`config.mk`:
```
export PLATFORM = sky130hd
export DESIGN_NAME = tpmc_top
export DESIGN_NICKNAME = d
export VERILOG_FILES = /design/src/common/tpmc_pkg.sv /design/src/rtl/tpmc_top.sv
export SDC_FILE = /design/constraint.sdc
export NUM_CORES = 1
export LEC_CHECK = 0
export BUFFER_PORTS_ARGS = -buffer_cell sky130_fd_sc_hd__buf_4
export CORE_UTILIZATION = 45
export CTS_CLUSTER_DIAMETER = 80
export DETAILED_ROUTE_END_ITERATION = 7
export HOLD_SLACK_MARGIN = 0.12
export PLACE_DENSITY = 0.78
export SETUP_SLACK_MARGIN = 0.2
export SLEW_MARGIN = 20
export SYNTH_ARGS = -nofsm -noshare
export SYNTH_HDL_FRONTEND = slang
export SYNTH_SLANG_ARGS = --single-unit
export TNS_END_PERCENT = 5
```
`constraint.sdc`:
```
create_clock -name sys_clk_i -period 5.3 [get_ports sys_clk_i]
set_input_delay 0.53 -clock sys_clk_i [delete_from_list [all_inputs] [get_ports sys_clk_i]]
set_output_delay 0.53 -clock sys_clk_i [all_outputs]
set_load 0.05 [all_outputs]
```
`src/common/tpmc_pkg.sv`:
```
// constants for the timer counter control block: register offsets, fields, resets
// assumes an apb slave with 32-bit data, one aligned word per register
//
// Contract
// [RULE_01] up mode: overflow flag sets when counter wraps to zero past modulo
// [RULE_02] center mode: flag sets when counter steps down from modulo value
// [RULE_03] flag clears only by status read while set, then writing zero
// [RULE_04] overflow between read and write restarts clearing; flag stays set
// [RULE_05] writing one to flag leaves it; reset clears flag
// [RULE_06] interrupt request while flag and enable both set; reset clears enable
// [RULE_07] center select zero counts up, one counts up/down, all channels center
// [RULE_08] clock field: none, bus, fixed system, external pin to prescaler
// [RULE_09] external and fixed clocks synchronised to bus clock first
// [RULE_10] software sets shared channel edge select to zero with external clock
// [RULE_11] prescaler divides by two to the power of the field
// [RULE_12] prescaler follows clock selection and synchronisation
// [RULE_13] reading either counter byte latches both until the other is read
// [RULE_14] coherency restarts on reset, counter write, status write
// [RULE_15] reset clears counter and whole status/control register
// [RULE_16] debug mode freezes counter and coherency buffer state
// [RULE_17] any write to either counter byte clears the counter
// [RULE_18] up mode wraps to zero after modulo; center mode turns down
// [RULE_19] modulo all zeros or all ones gives free running counter
// [RULE_20] counter steps once per prescaler tick; stops with no clock
package tpmc_pkg;
    localparam logic [11:0] TPMC_OFF_STATUS   = 12'h000;
    localparam logic [11:0] TPMC_OFF_CNT_HIGH = 12'h004;
    localparam logic [11:0] TPMC_OFF_CNT_LOW  = 12'h008;
    localparam logic [11:0] TPMC_OFF_MODULO   = 12'h00C;
    localparam int TPMC_BIT_FLAG   = 7;
    localparam int TPMC_BIT_IRQEN  = 6;
    localparam int TPMC_BIT_CENTER = 5;
    localparam int TPMC_BIT_CLKHI  = 4;
    localparam int TPMC_BIT_PSHI   = 2;
    localparam logic [7:0]  TPMC_STATUS_RESET = 8'h00;
    localparam logic [15:0] TPMC_COUNT_RESET  = 16'h0000;
    localparam logic [15:0] TPMC_MOD_RESET    = 16'h0000;
    localparam logic [15:0] TPMC_ALL_ONES     = 16'hFFFF;
    localparam logic [6:0]  TPMC_PRE_RESET    = 7'h00;
    typedef enum logic [1:0] {
        TPMC_CLK_NONE  = 2'b00,
        TPMC_CLK_BUS   = 2'b01,
        TPMC_CLK_FIXED = 2'b10,
        TPMC_CLK_EXT   = 2'b11
    } tpmc_clk_type;
    typedef enum logic [1:0] {
        TPMC_COH_IDLE = 2'b00,
        TPMC_COH_HIGH = 2'b01,  // high byte read, low pending
        TPMC_COH_LOW  = 2'b10   // low byte read, high pending
    } tpmc_coh_type;
endpackage

```
`src/rtl/tpmc_top.sv`:
```
// timer counter control: status/control register, prescaler, 16-bit counter
// assumes apb master on sys_clk_i; fixed and pin clocks are asynchronous levels
//
// Added by the designer: the address map and the APB interface to the registers.
`timescale 1ns/100ps
module tpmc_top
    import tpmc_pkg::*;
(
    input  wire logic        sys_clk_i,
    input  wire logic        sys_rst_i,
    input  wire logic        psel_i,
    input  wire logic        penable_i,
    input  wire logic        pwrite_i,
    input  wire logic [11:0] paddr_i,
    input  wire logic [31:0] pwdata_i,
    output logic      [31:0] prdata_o,
    output logic             pready_o,
    output logic             pslverr_o,
    input  wire logic        fixed_system_clock_i,
    input  wire logic        external_pin_clock_i,
    input  wire logic        debug_mode_i,
    output logic             overflow_irq_o,
    output logic             center_aligned_o,
    output logic      [15:0] count_o
);
    // register state
    logic        overflow_flag;
    logic        overflow_irq_enable;
    logic        center_aligned_select;
    logic [1:0]  clock_select;
    logic [2:0]  prescale_field;
    logic        flag_armed;
    logic [15:0] modulo;
    logic [15:0] count;
    logic        count_down;
    logic [6:0]  prescale_cnt;
    logic [15:0] latch_buf;
    tpmc_coh_type coh_state;
    logic [2:0]  fix_sync;
    logic [2:0]  ext_sync;
    logic [31:0] prdata;
    logic        pready;
    logic        pslverr;
    logic        irq;
    // next values
    logic        next_overflow_flag;
    logic        next_overflow_irq_enable;
    logic        next_center_aligned_select;
    logic [1:0]  next_clock_select;
    logic [2:0]  next_prescale_field;
    logic        next_flag_armed;
    logic [15:0] next_modulo;
    logic [15:0] next_count;
    logic        next_count_down;
    logic [6:0]  next_prescale_cnt;
    logic [15:0] next_latch_buf;
    tpmc_coh_type next_coh_state;
    logic [2:0]  next_fix_sync;
    logic [2:0]  next_ext_sync;
    logic [31:0] next_prdata;
    logic        next_pready;
    logic        next_pslverr;
    logic        next_irq;
    // decode
    logic        access;
    logic        wr_status;
    logic        rd_status;
    logic        wr_count;
    logic        rd_high;
    logic        rd_low;
    logic        src_tick;
    logic        pre_tick;
    logic        overflow_evt;
    logic        free_run;
    logic [15:0] top;
    logic [7:0]  status_rd;

    // apb answers one cycle after the first access cycle: one wait state, pready pulses
    assign access    = psel_i && penable_i && !pready;
    assign wr_status = access && pwrite_i && paddr_i == TPMC_OFF_STATUS;
    assign rd_status = access && !pwrite_i && paddr_i == TPMC_OFF_STATUS;
    assign wr_count  = access && pwrite_i
                       && (paddr_i == TPMC_OFF_CNT_HIGH || paddr_i == TPMC_OFF_CNT_LOW);
    assign rd_high   = access && !pwrite_i && paddr_i == TPMC_OFF_CNT_HIGH;
    assign rd_low    = access && !pwrite_i && paddr_i == TPMC_OFF_CNT_LOW;
    assign status_rd = {overflow_flag, overflow_irq_enable, center_aligned_select,
                        clock_select, prescale_field};

    // clock source pick, edges from synchronised levels only
    always_comb begin
        next_fix_sync = {fix_sync[1:0], fixed_system_clock_i};  // [RULE_09]
        next_ext_sync = {ext_sync[1:0], external_pin_clock_i};  // [RULE_09]
        case (tpmc_clk_type'(clock_select))                     // [RULE_08]
            TPMC_CLK_NONE:  src_tick = 1'b0;
            TPMC_CLK_BUS:   src_tick = 1'b1;
            TPMC_CLK_FIXED: src_tick = fix_sync[1] && !fix_sync[2];
            TPMC_CLK_EXT:   src_tick = ext_sync[1] && !ext_sync[2];
            default:        src_tick = 1'b0;
        endcase
    end

    // prescaler after the selected source; tick when low bits roll over
    always_comb begin
        next_prescale_cnt = prescale_cnt;
        pre_tick          = 1'b0;
        if (src_tick && !debug_mode_i) begin                    // [RULE_12]
            next_prescale_cnt = prescale_cnt + 7'd1;
            pre_tick = (prescale_cnt & ((7'd1 << prescale_field) - 7'd1))
                       == ((7'd1 << prescale_field) - 7'd1);    // [RULE_11]
        end
        if (clock_select == TPMC_CLK_NONE) begin
            next_prescale_cnt = TPMC_PRE_RESET;
        end
    end

    // counter and direction
    always_comb begin
        free_run        = modulo == TPMC_MOD_RESET || modulo == TPMC_ALL_ONES;  // [RULE_19]
        top             = free_run ? TPMC_ALL_ONES : modulo;
        next_count      = count;
        next_count_down = count_down;
        overflow_evt    = 1'b0;
        if (pre_tick) begin                                     // [RULE_20]
            if (!center_aligned_select) begin                   // [RULE_07]
                next_count_down = 1'b0;
                if (count == top) begin
                    next_count   = TPMC_COUNT_RESET;            // [RULE_18]
                    overflow_evt = 1'b1;                        // [RULE_01]
                end else begin
                    next_count = count + 16'd1;
                end
            end else if (count_down) begin
                if (count == TPMC_COUNT_RESET) begin
                    next_count_down = 1'b0;
                    next_count      = count + 16'd1;
                end else begin
                    next_count = count - 16'd1;
                end
            end else if (count >= top) begin
                next_count_down = 1'b1;                         // [RULE_18]
                next_count      = count - 16'd1;
                overflow_evt    = 1'b1;                         // [RULE_02]
            end else begin
                next_count = count + 16'd1;
            end
        end
        if (wr_count) begin
            next_count      = TPMC_COUNT_RESET;                 // [RULE_17]
            next_count_down = 1'b0;
        end
    end

    // status/control and overflow flag clearing sequence
    always_comb begin
        next_overflow_flag         = overflow_flag;
        next_overflow_irq_enable   = overflow_irq_enable;
        next_center_aligned_select = center_aligned_select;
        next_clock_select          = clock_select;
        next_prescale_field        = prescale_field;
        next_flag_armed            = flag_armed;
        next_modulo                = modulo;
        if (rd_status && overflow_flag) begin
            next_flag_armed = 1'b1;                             // [RULE_03]
        end
        if (wr_status) begin
            next_overflow_irq_enable   = pwdata_i[TPMC_BIT_IRQEN];
            next_center_aligned_select = pwdata_i[TPMC_BIT_CENTER];
            next_clock_select          = pwdata_i[TPMC_BIT_CLKHI -: 2];
            next_prescale_field        = pwdata_i[TPMC_BIT_PSHI -: 3];
            // writing one to the flag does nothing
            if (!pwdata_i[TPMC_BIT_FLAG] && flag_armed) begin  // [RULE_05]
                next_overflow_flag = 1'b0;                      // [RULE_03]
            end
            next_flag_armed = 1'b0;
        end
        if (access && pwrite_i && paddr_i == TPMC_OFF_MODULO) begin
            next_modulo = pwdata_i[15:0];
        end
        // set beats clear and disarms any half-done sequence
        if (overflow_evt) begin
            next_overflow_flag = 1'b1;                          // [RULE_04]
            next_flag_armed    = 1'b0;                          // [RULE_04]
        end
        next_irq = next_overflow_flag && next_overflow_irq_enable;  // [RULE_06]
    end

    // read coherency buffer; debug freezes it in place
    always_comb begin
        next_coh_state = coh_state;
        next_latch_buf = latch_buf;
        if (!debug_mode_i) begin                                // [RULE_16]
            case (coh_state)
                TPMC_COH_IDLE: begin                            // [RULE_13]
                    if (rd_high) begin
                        next_coh_state = TPMC_COH_HIGH;
                        next_latch_buf = count;
                    end else if (rd_low) begin
                        next_coh_state = TPMC_COH_LOW;
                        next_latch_buf = count;
                    end
                end
                TPMC_COH_HIGH: if (rd_low) next_coh_state = TPMC_COH_IDLE;
                TPMC_COH_LOW:  if (rd_high) next_coh_state = TPMC_COH_IDLE;
                default:       next_coh_state = TPMC_COH_IDLE;
            endcase
        end
        if (wr_count || wr_status) begin
            next_coh_state = TPMC_COH_IDLE;                     // [RULE_14]
        end
    end

    // apb read mux; unmapped addresses answer with pslverr
    always_comb begin
        next_pready  = access;
        next_pslverr = 1'b0;
        next_prdata  = 32'h0000_0000;
        if (access) begin
            case (paddr_i)
                TPMC_OFF_STATUS:   next_prdata = {24'h00_0000, status_rd};
                TPMC_OFF_CNT_HIGH: next_prdata = {24'h00_0000,
                                   (coh_state == TPMC_COH_IDLE ? count[15:8]
                                                              : latch_buf[15:8])};
                TPMC_OFF_CNT_LOW:  next_prdata = {24'h00_0000,
                                   (coh_state == TPMC_COH_IDLE ? count[7:0]
                                                              : latch_buf[7:0])};
                TPMC_OFF_MODULO:   next_prdata = {16'h0000, modulo};
                default:           next_pslverr = 1'b1;
            endcase
        end
    end

    // registers
    always_ff @(posedge sys_clk_i or posedge sys_rst_i) begin
        if (sys_rst_i) begin
            overflow_flag         <= TPMC_STATUS_RESET[TPMC_BIT_FLAG];    // [RULE_15]
            overflow_irq_enable   <= TPMC_STATUS_RESET[TPMC_BIT_IRQEN];   // [RULE_06]
            center_aligned_select <= TPMC_STATUS_RESET[TPMC_BIT_CENTER];
            clock_select          <= TPMC_STATUS_RESET[TPMC_BIT_CLKHI -: 2];
            prescale_field        <= TPMC_STATUS_RESET[TPMC_BIT_PSHI -: 3];
            flag_armed            <= 1'b0;
            modulo                <= TPMC_MOD_RESET;
            count                 <= TPMC_COUNT_RESET;                    // [RULE_15]
            count_down            <= 1'b0;
            prescale_cnt          <= TPMC_PRE_RESET;
            latch_buf             <= TPMC_COUNT_RESET;
            coh_state             <= TPMC_COH_IDLE;                       // [RULE_14]
            fix_sync              <= 3'b000;
            ext_sync              <= 3'b000;
            prdata                <= 32'h0000_0000;
            pready                <= 1'b0;
            pslverr               <= 1'b0;
            irq                   <= 1'b0;
        end else begin
            overflow_flag         <= next_overflow_flag;
            overflow_irq_enable   <= next_overflow_irq_enable;
            center_aligned_select <= next_center_aligned_select;
            clock_select          <= next_clock_select;
            prescale_field        <= next_prescale_field;
            flag_armed            <= next_flag_armed;
            modulo                <= next_modulo;
            count                 <= next_count;
            count_down            <= next_count_down;
            prescale_cnt          <= next_prescale_cnt;
            latch_buf             <= next_latch_buf;
            coh_state             <= next_coh_state;
            fix_sync              <= next_fix_sync;
            ext_sync              <= next_ext_sync;
            prdata                <= next_prdata;
            pready                <= next_pready;
            pslverr               <= next_pslverr;
            irq                   <= next_irq;
        end
    end

    // outputs straight from flops
    assign prdata_o         = prdata;
    assign pready_o         = pready;
    assign pslverr_o        = pslverr;
    assign overflow_irq_o   = irq;
    assign center_aligned_o = center_aligned_select;  // [RULE_07]
    assign count_o          = count;
endmodule

```
==> impl_metrics.yaml <==
power_and_ir_drop:
  fin_total_pwr_w: 0.00144
  net_switching_power_of_the_design_w: 0.000374
  internal_power_w: 0.00106
  combinationalPowerShare_pct: 6.6
  power_density_mw_per_mm2: 239
  power.ir.vdd_worst_v: 0.000199
  netSwitchingFraction_pct: 26.0
  power.static_leakage_nw: 2.95
  pwr-share-seq_pct: 49.4
  pwr-share-clk_pct: 44.1
synthesis:
  synth-seq-cells: 92
  netlist_area_mm2: 0.00519
  synth.yosys.seq_area_share_pct: 44.4
  synth_enable_flop_cells: 0
  proportion_of_synthesized_flip_flops_having_asynchronous_set_or_reset_pct: 100
  synth_cell_types: 60
  yosys_warnings: 0
  syn_avg_cell_area_um2: 9.52
  post_synth_inst_count: 545
  synth_top_flop_cell: "dfrtp_1"
timing:
  setup-tns-final_ns: 0
  maxClockFrequency_ghz: 0.244
  layout_worst_path_cycle_share_pct: 77.2
  maxSlewHeadroom_pct: 41.4
  setup_repair_after_global_routing_missed_its_margin: "false"
  report.final.setup_viol: 0
  timing_worst_slew_pin_value_ns: 0.876
  clock_skew_ns: 0.0110
  timing.final.crit_period_ns: 4.09
  drv_slew: 0
  hold_slack_ns: 0.172
  finalHoldViolCount: 0
finish:
  antenna_cells: 0
  final.fill_count: 983
  final_nets: 673
  syn2layout_area_growth_pct: 16.0
  finish.cell_count_without_fillers: 746
  layout-drive-gt1-share_pct: 21.8
  final_core_util_pct: 54.6
route:
  first_pass_detailed_route_iteration_total: 5
  wl_per_cell_um: 17.7
  drc_errors: 0
  vias_after_detailed_routing: 4317
  aggregate_routed_wire_length_mm: 13.2
  detailedRoute.firstIterationViolations: 392
  detail-route-antenna-nets: 0
  detail_route.vias_per_cell: 5.79
global_route:
  met1_capacity_usage_during_global_routing_pct: 31.1
  global_route.peak_usage_layer: "met2"
  met2_layer_usage_reported_by_global_route_pct: 37.6
  antenna_found_initial: 0
  first_global_vias: 4170
  globalRoute.totalOverflow: 0
  global_route_wire_length_before_repair_mm: 21.1
  grt_util_met3_pct: 5.10
  gr_util_all_layers_pct: 23.5
  pin_count_of_the_biggest_net_entering_global_routing: 69
cts:
  cts_inserted_buffers: 9
  clock_insertion_delay_worst_skew_ns: 0.35
  h-tree-depth: 3
  clk_pin_slew_ns: 0.07
  cts_sinks: 92
  cts.hold.buffers_added: 0
  cts_tree: "yes"
  ctsLongestPathBuffers: 2
  postCtsResizedCells: 0
  post-cts-setup-buffers: 0
  root_buffer: "clkbuf_16"
critical_path:
  critical_path.max_fanout: 16
  worst_ep_required_time_ns: 5.53
  crit_chain: "nand4_1, or4_1, nand2_1, nor2_1, ha_1, a21oi_1, o21ai_0, o311a_1, nand4bb_1, nand2_1, mux2_2, a21oi_1, o21bai_1"
  timing_worst_setup_path_type: "flop to flop"
  critPathCaptureType: "flop"
  critical_path.slowest_cell: "or4_1"
  arrival_ns: 4.32
  setup.worst_path.start_class: "flop"
  critical-path-max-stage-delay_ns: 0.53
flow_run:
  maxCapViolCount: 0
place:
  global_placement_routability_congestion: 0.890
  place.port_buffers: 71
  place_hpwl_mm: 9.51
  place_inst: 730
die:
  die_y_um: 109
  start_util_pct: 47.0
  placeable_core_region_mm2: 0.0110
  design.die.area_mm2: 0.0120
  io_pins: 104
  floorplan.die.width_um: 109
  floorplan.rows: 38
status:
  status: "completed"
min_path:
  worstHoldPathType: "primary input to asynchronous set/reset pin"
cells in the mapped netlist (2+ instances only):
cell type / number / area share, %
a211oi_1: 5 / 0.72
a21oi_1: 27 / 2.6
o31ai_1: 2 / 0.29
nand4_1: 11 / 1.3
dfrtp_1: 92 / 44
o21ai_1: 2 / 0.19
ha_1: 20 / 4.8
and3_1: 6 / 0.72
nand2_1: 62 / 4.5
nor2_1: 61 / 4.4
nand2b_1: 3 / 0.36
buf_4: 16 / 2.3
xor2_1: 7 / 1.2
a32oi_1: 3 / 0.51
buf_6: 3 / 0.65
o211ai_1: 2 / 0.29
inv_1: 14 / 1.0
or3_1: 7 / 0.84
nor3_1: 8 / 0.77
or4_1: 3 / 0.43
and4_1: 3 / 0.51
nor2b_1: 4 / 0.48
o21ai_0: 25 / 2.4
a211o_1: 2 / 0.34
clkbuf_1: 20 / 1.4
nor4_1: 10 / 1.2
nand3b_1: 2 / 0.29
a31oi_1: 7 / 0.84
and2_1: 14 / 1.7
mux2i_1: 18 / 3.5
and3b_1: 2 / 0.34
nand3_1: 13 / 1.3
a221oi_1: 9 / 1.5
buf_1: 3 / 0.22
or2_2: 2 / 0.24
mux2_2: 33 / 7.2
power by group through the flow:
stage               Clock [W]  Combinational (W)  Sequential (W)
floorplan                   0          0.0000645        0.000728
global placement            0          0.0000925        0.000723
detailed placement          0          0.0000953        0.000723
CTS                  0.000639          0.0000956        0.000710
global route         0.000673           0.000103        0.000710
finish               0.000634          0.0000948        0.000710
metrics by stage:
step / area (µm²) / setup slack (ns)
after detailed placement: 5720 / 1.31
after global routing: 6020 / 0.934
after global placement: 5720 / 1.39
final: 6020 / 1.21
after floorplan: 5250 / 1.68
after CTS: 6020 / 1.27
final cells by class:
cell class	count	area, µm²	share of cell area [%]
Timing Repair Buffer	73	548	9.10
Inverter	14	53.8	0.894
Clock inverter	7	70.1	1.16
Clock buffer	9	225	3.74
Tap cell	140	175	2.91
Sequential cell	92	2300	38.2
Multi-Input combinational cell	411	2650	43.9
path summary, 6_finish.rpt:
check / startpoint / endpoint / slack (ns) / cells past startpoint
worst min-delay path: sys_rst_i / prdata_o[15] / 0.17 / 2
worst max-delay path: modulo[7] / count_o[4] / 1.21 / 13
min in group sys_clk_i: external_pin_clock_i / ext_sync[0] / 0.28 / 1
max in group asynchronous: sys_rst_i / latch_buf[15] / 3.95 / 3
worst max register to register: modulo[7] / count_o[4] / 1.21 / 13
worst min register to register: fix_sync[0] / fix_sync[1] / 0.34 / 0
logic make-up (layout without fill, tap and decap cells):
logic type      after synthesis  count (layout)  share of synthesized area, %
flops                        92              92                          44.4
buf+inv                      57             103                          5.74
mux                          52              52                          10.9
fa+ha+maj                    20              20                          4.82
xor+xnor                      8               8                          1.35
compound gates               96              96                          11.7
other cells                   1              16                        0.0723
simple gates                219             219                          21.0
placed cells by master, fill, tap and decap left out, types with 3 or more instances in the layout:
cell,instances
xor2_1,7
conb_1,16
and2_1,14
dfrtp_1,92
inv_1,13
or4_1,3
buf_4,73
nor2b_1,4
or3_1,7
nand3_1,13
nor3_1,8
nand2b_1,3
a211oi_1,5
and4_1,3
and3_1,6
a21oi_1,27
ha_1,20
nand4_1,11
nand2_1,62
o21ai_0,25
mux2i_1,18
a32oi_1,3
a221oi_1,9
nor2_1,61
nor4_1,10
clkbuf_16,9
a31oi_1,7
mux2_2,33
layer usage:
metal,routed length (µm),vias up
met5,0,-
met4,217,0
met3,1030,19
met2,6340,192
met1,5610,2084
li1,-,2022
critical path: cells and delay by family, from the launching register on:
family / cells / cell delay [ns]
compound gates: 5 / 0.91
fa+ha+maj: 1 / 0.34
flops: 1 / 0.45
mux: 1 / 0.41
simple gates: 6 / 1.84
sequential cells by signal, summed over array words and instances, names as in the netlist, 2 cells and up:
| name | count |
|---|---|
| prescale_cnt | 7 |
| fix_sync | 3 |
| count_o | 16 |
| prescale_field | 3 |
| latch_buf | 16 |
| modulo | 16 |
| coh_state | 2 |
| clock_select | 2 |
| prdata_o | 16 |
| ext_sync | 3 |
Note: power is estimated with default switching activity, not from simulation.
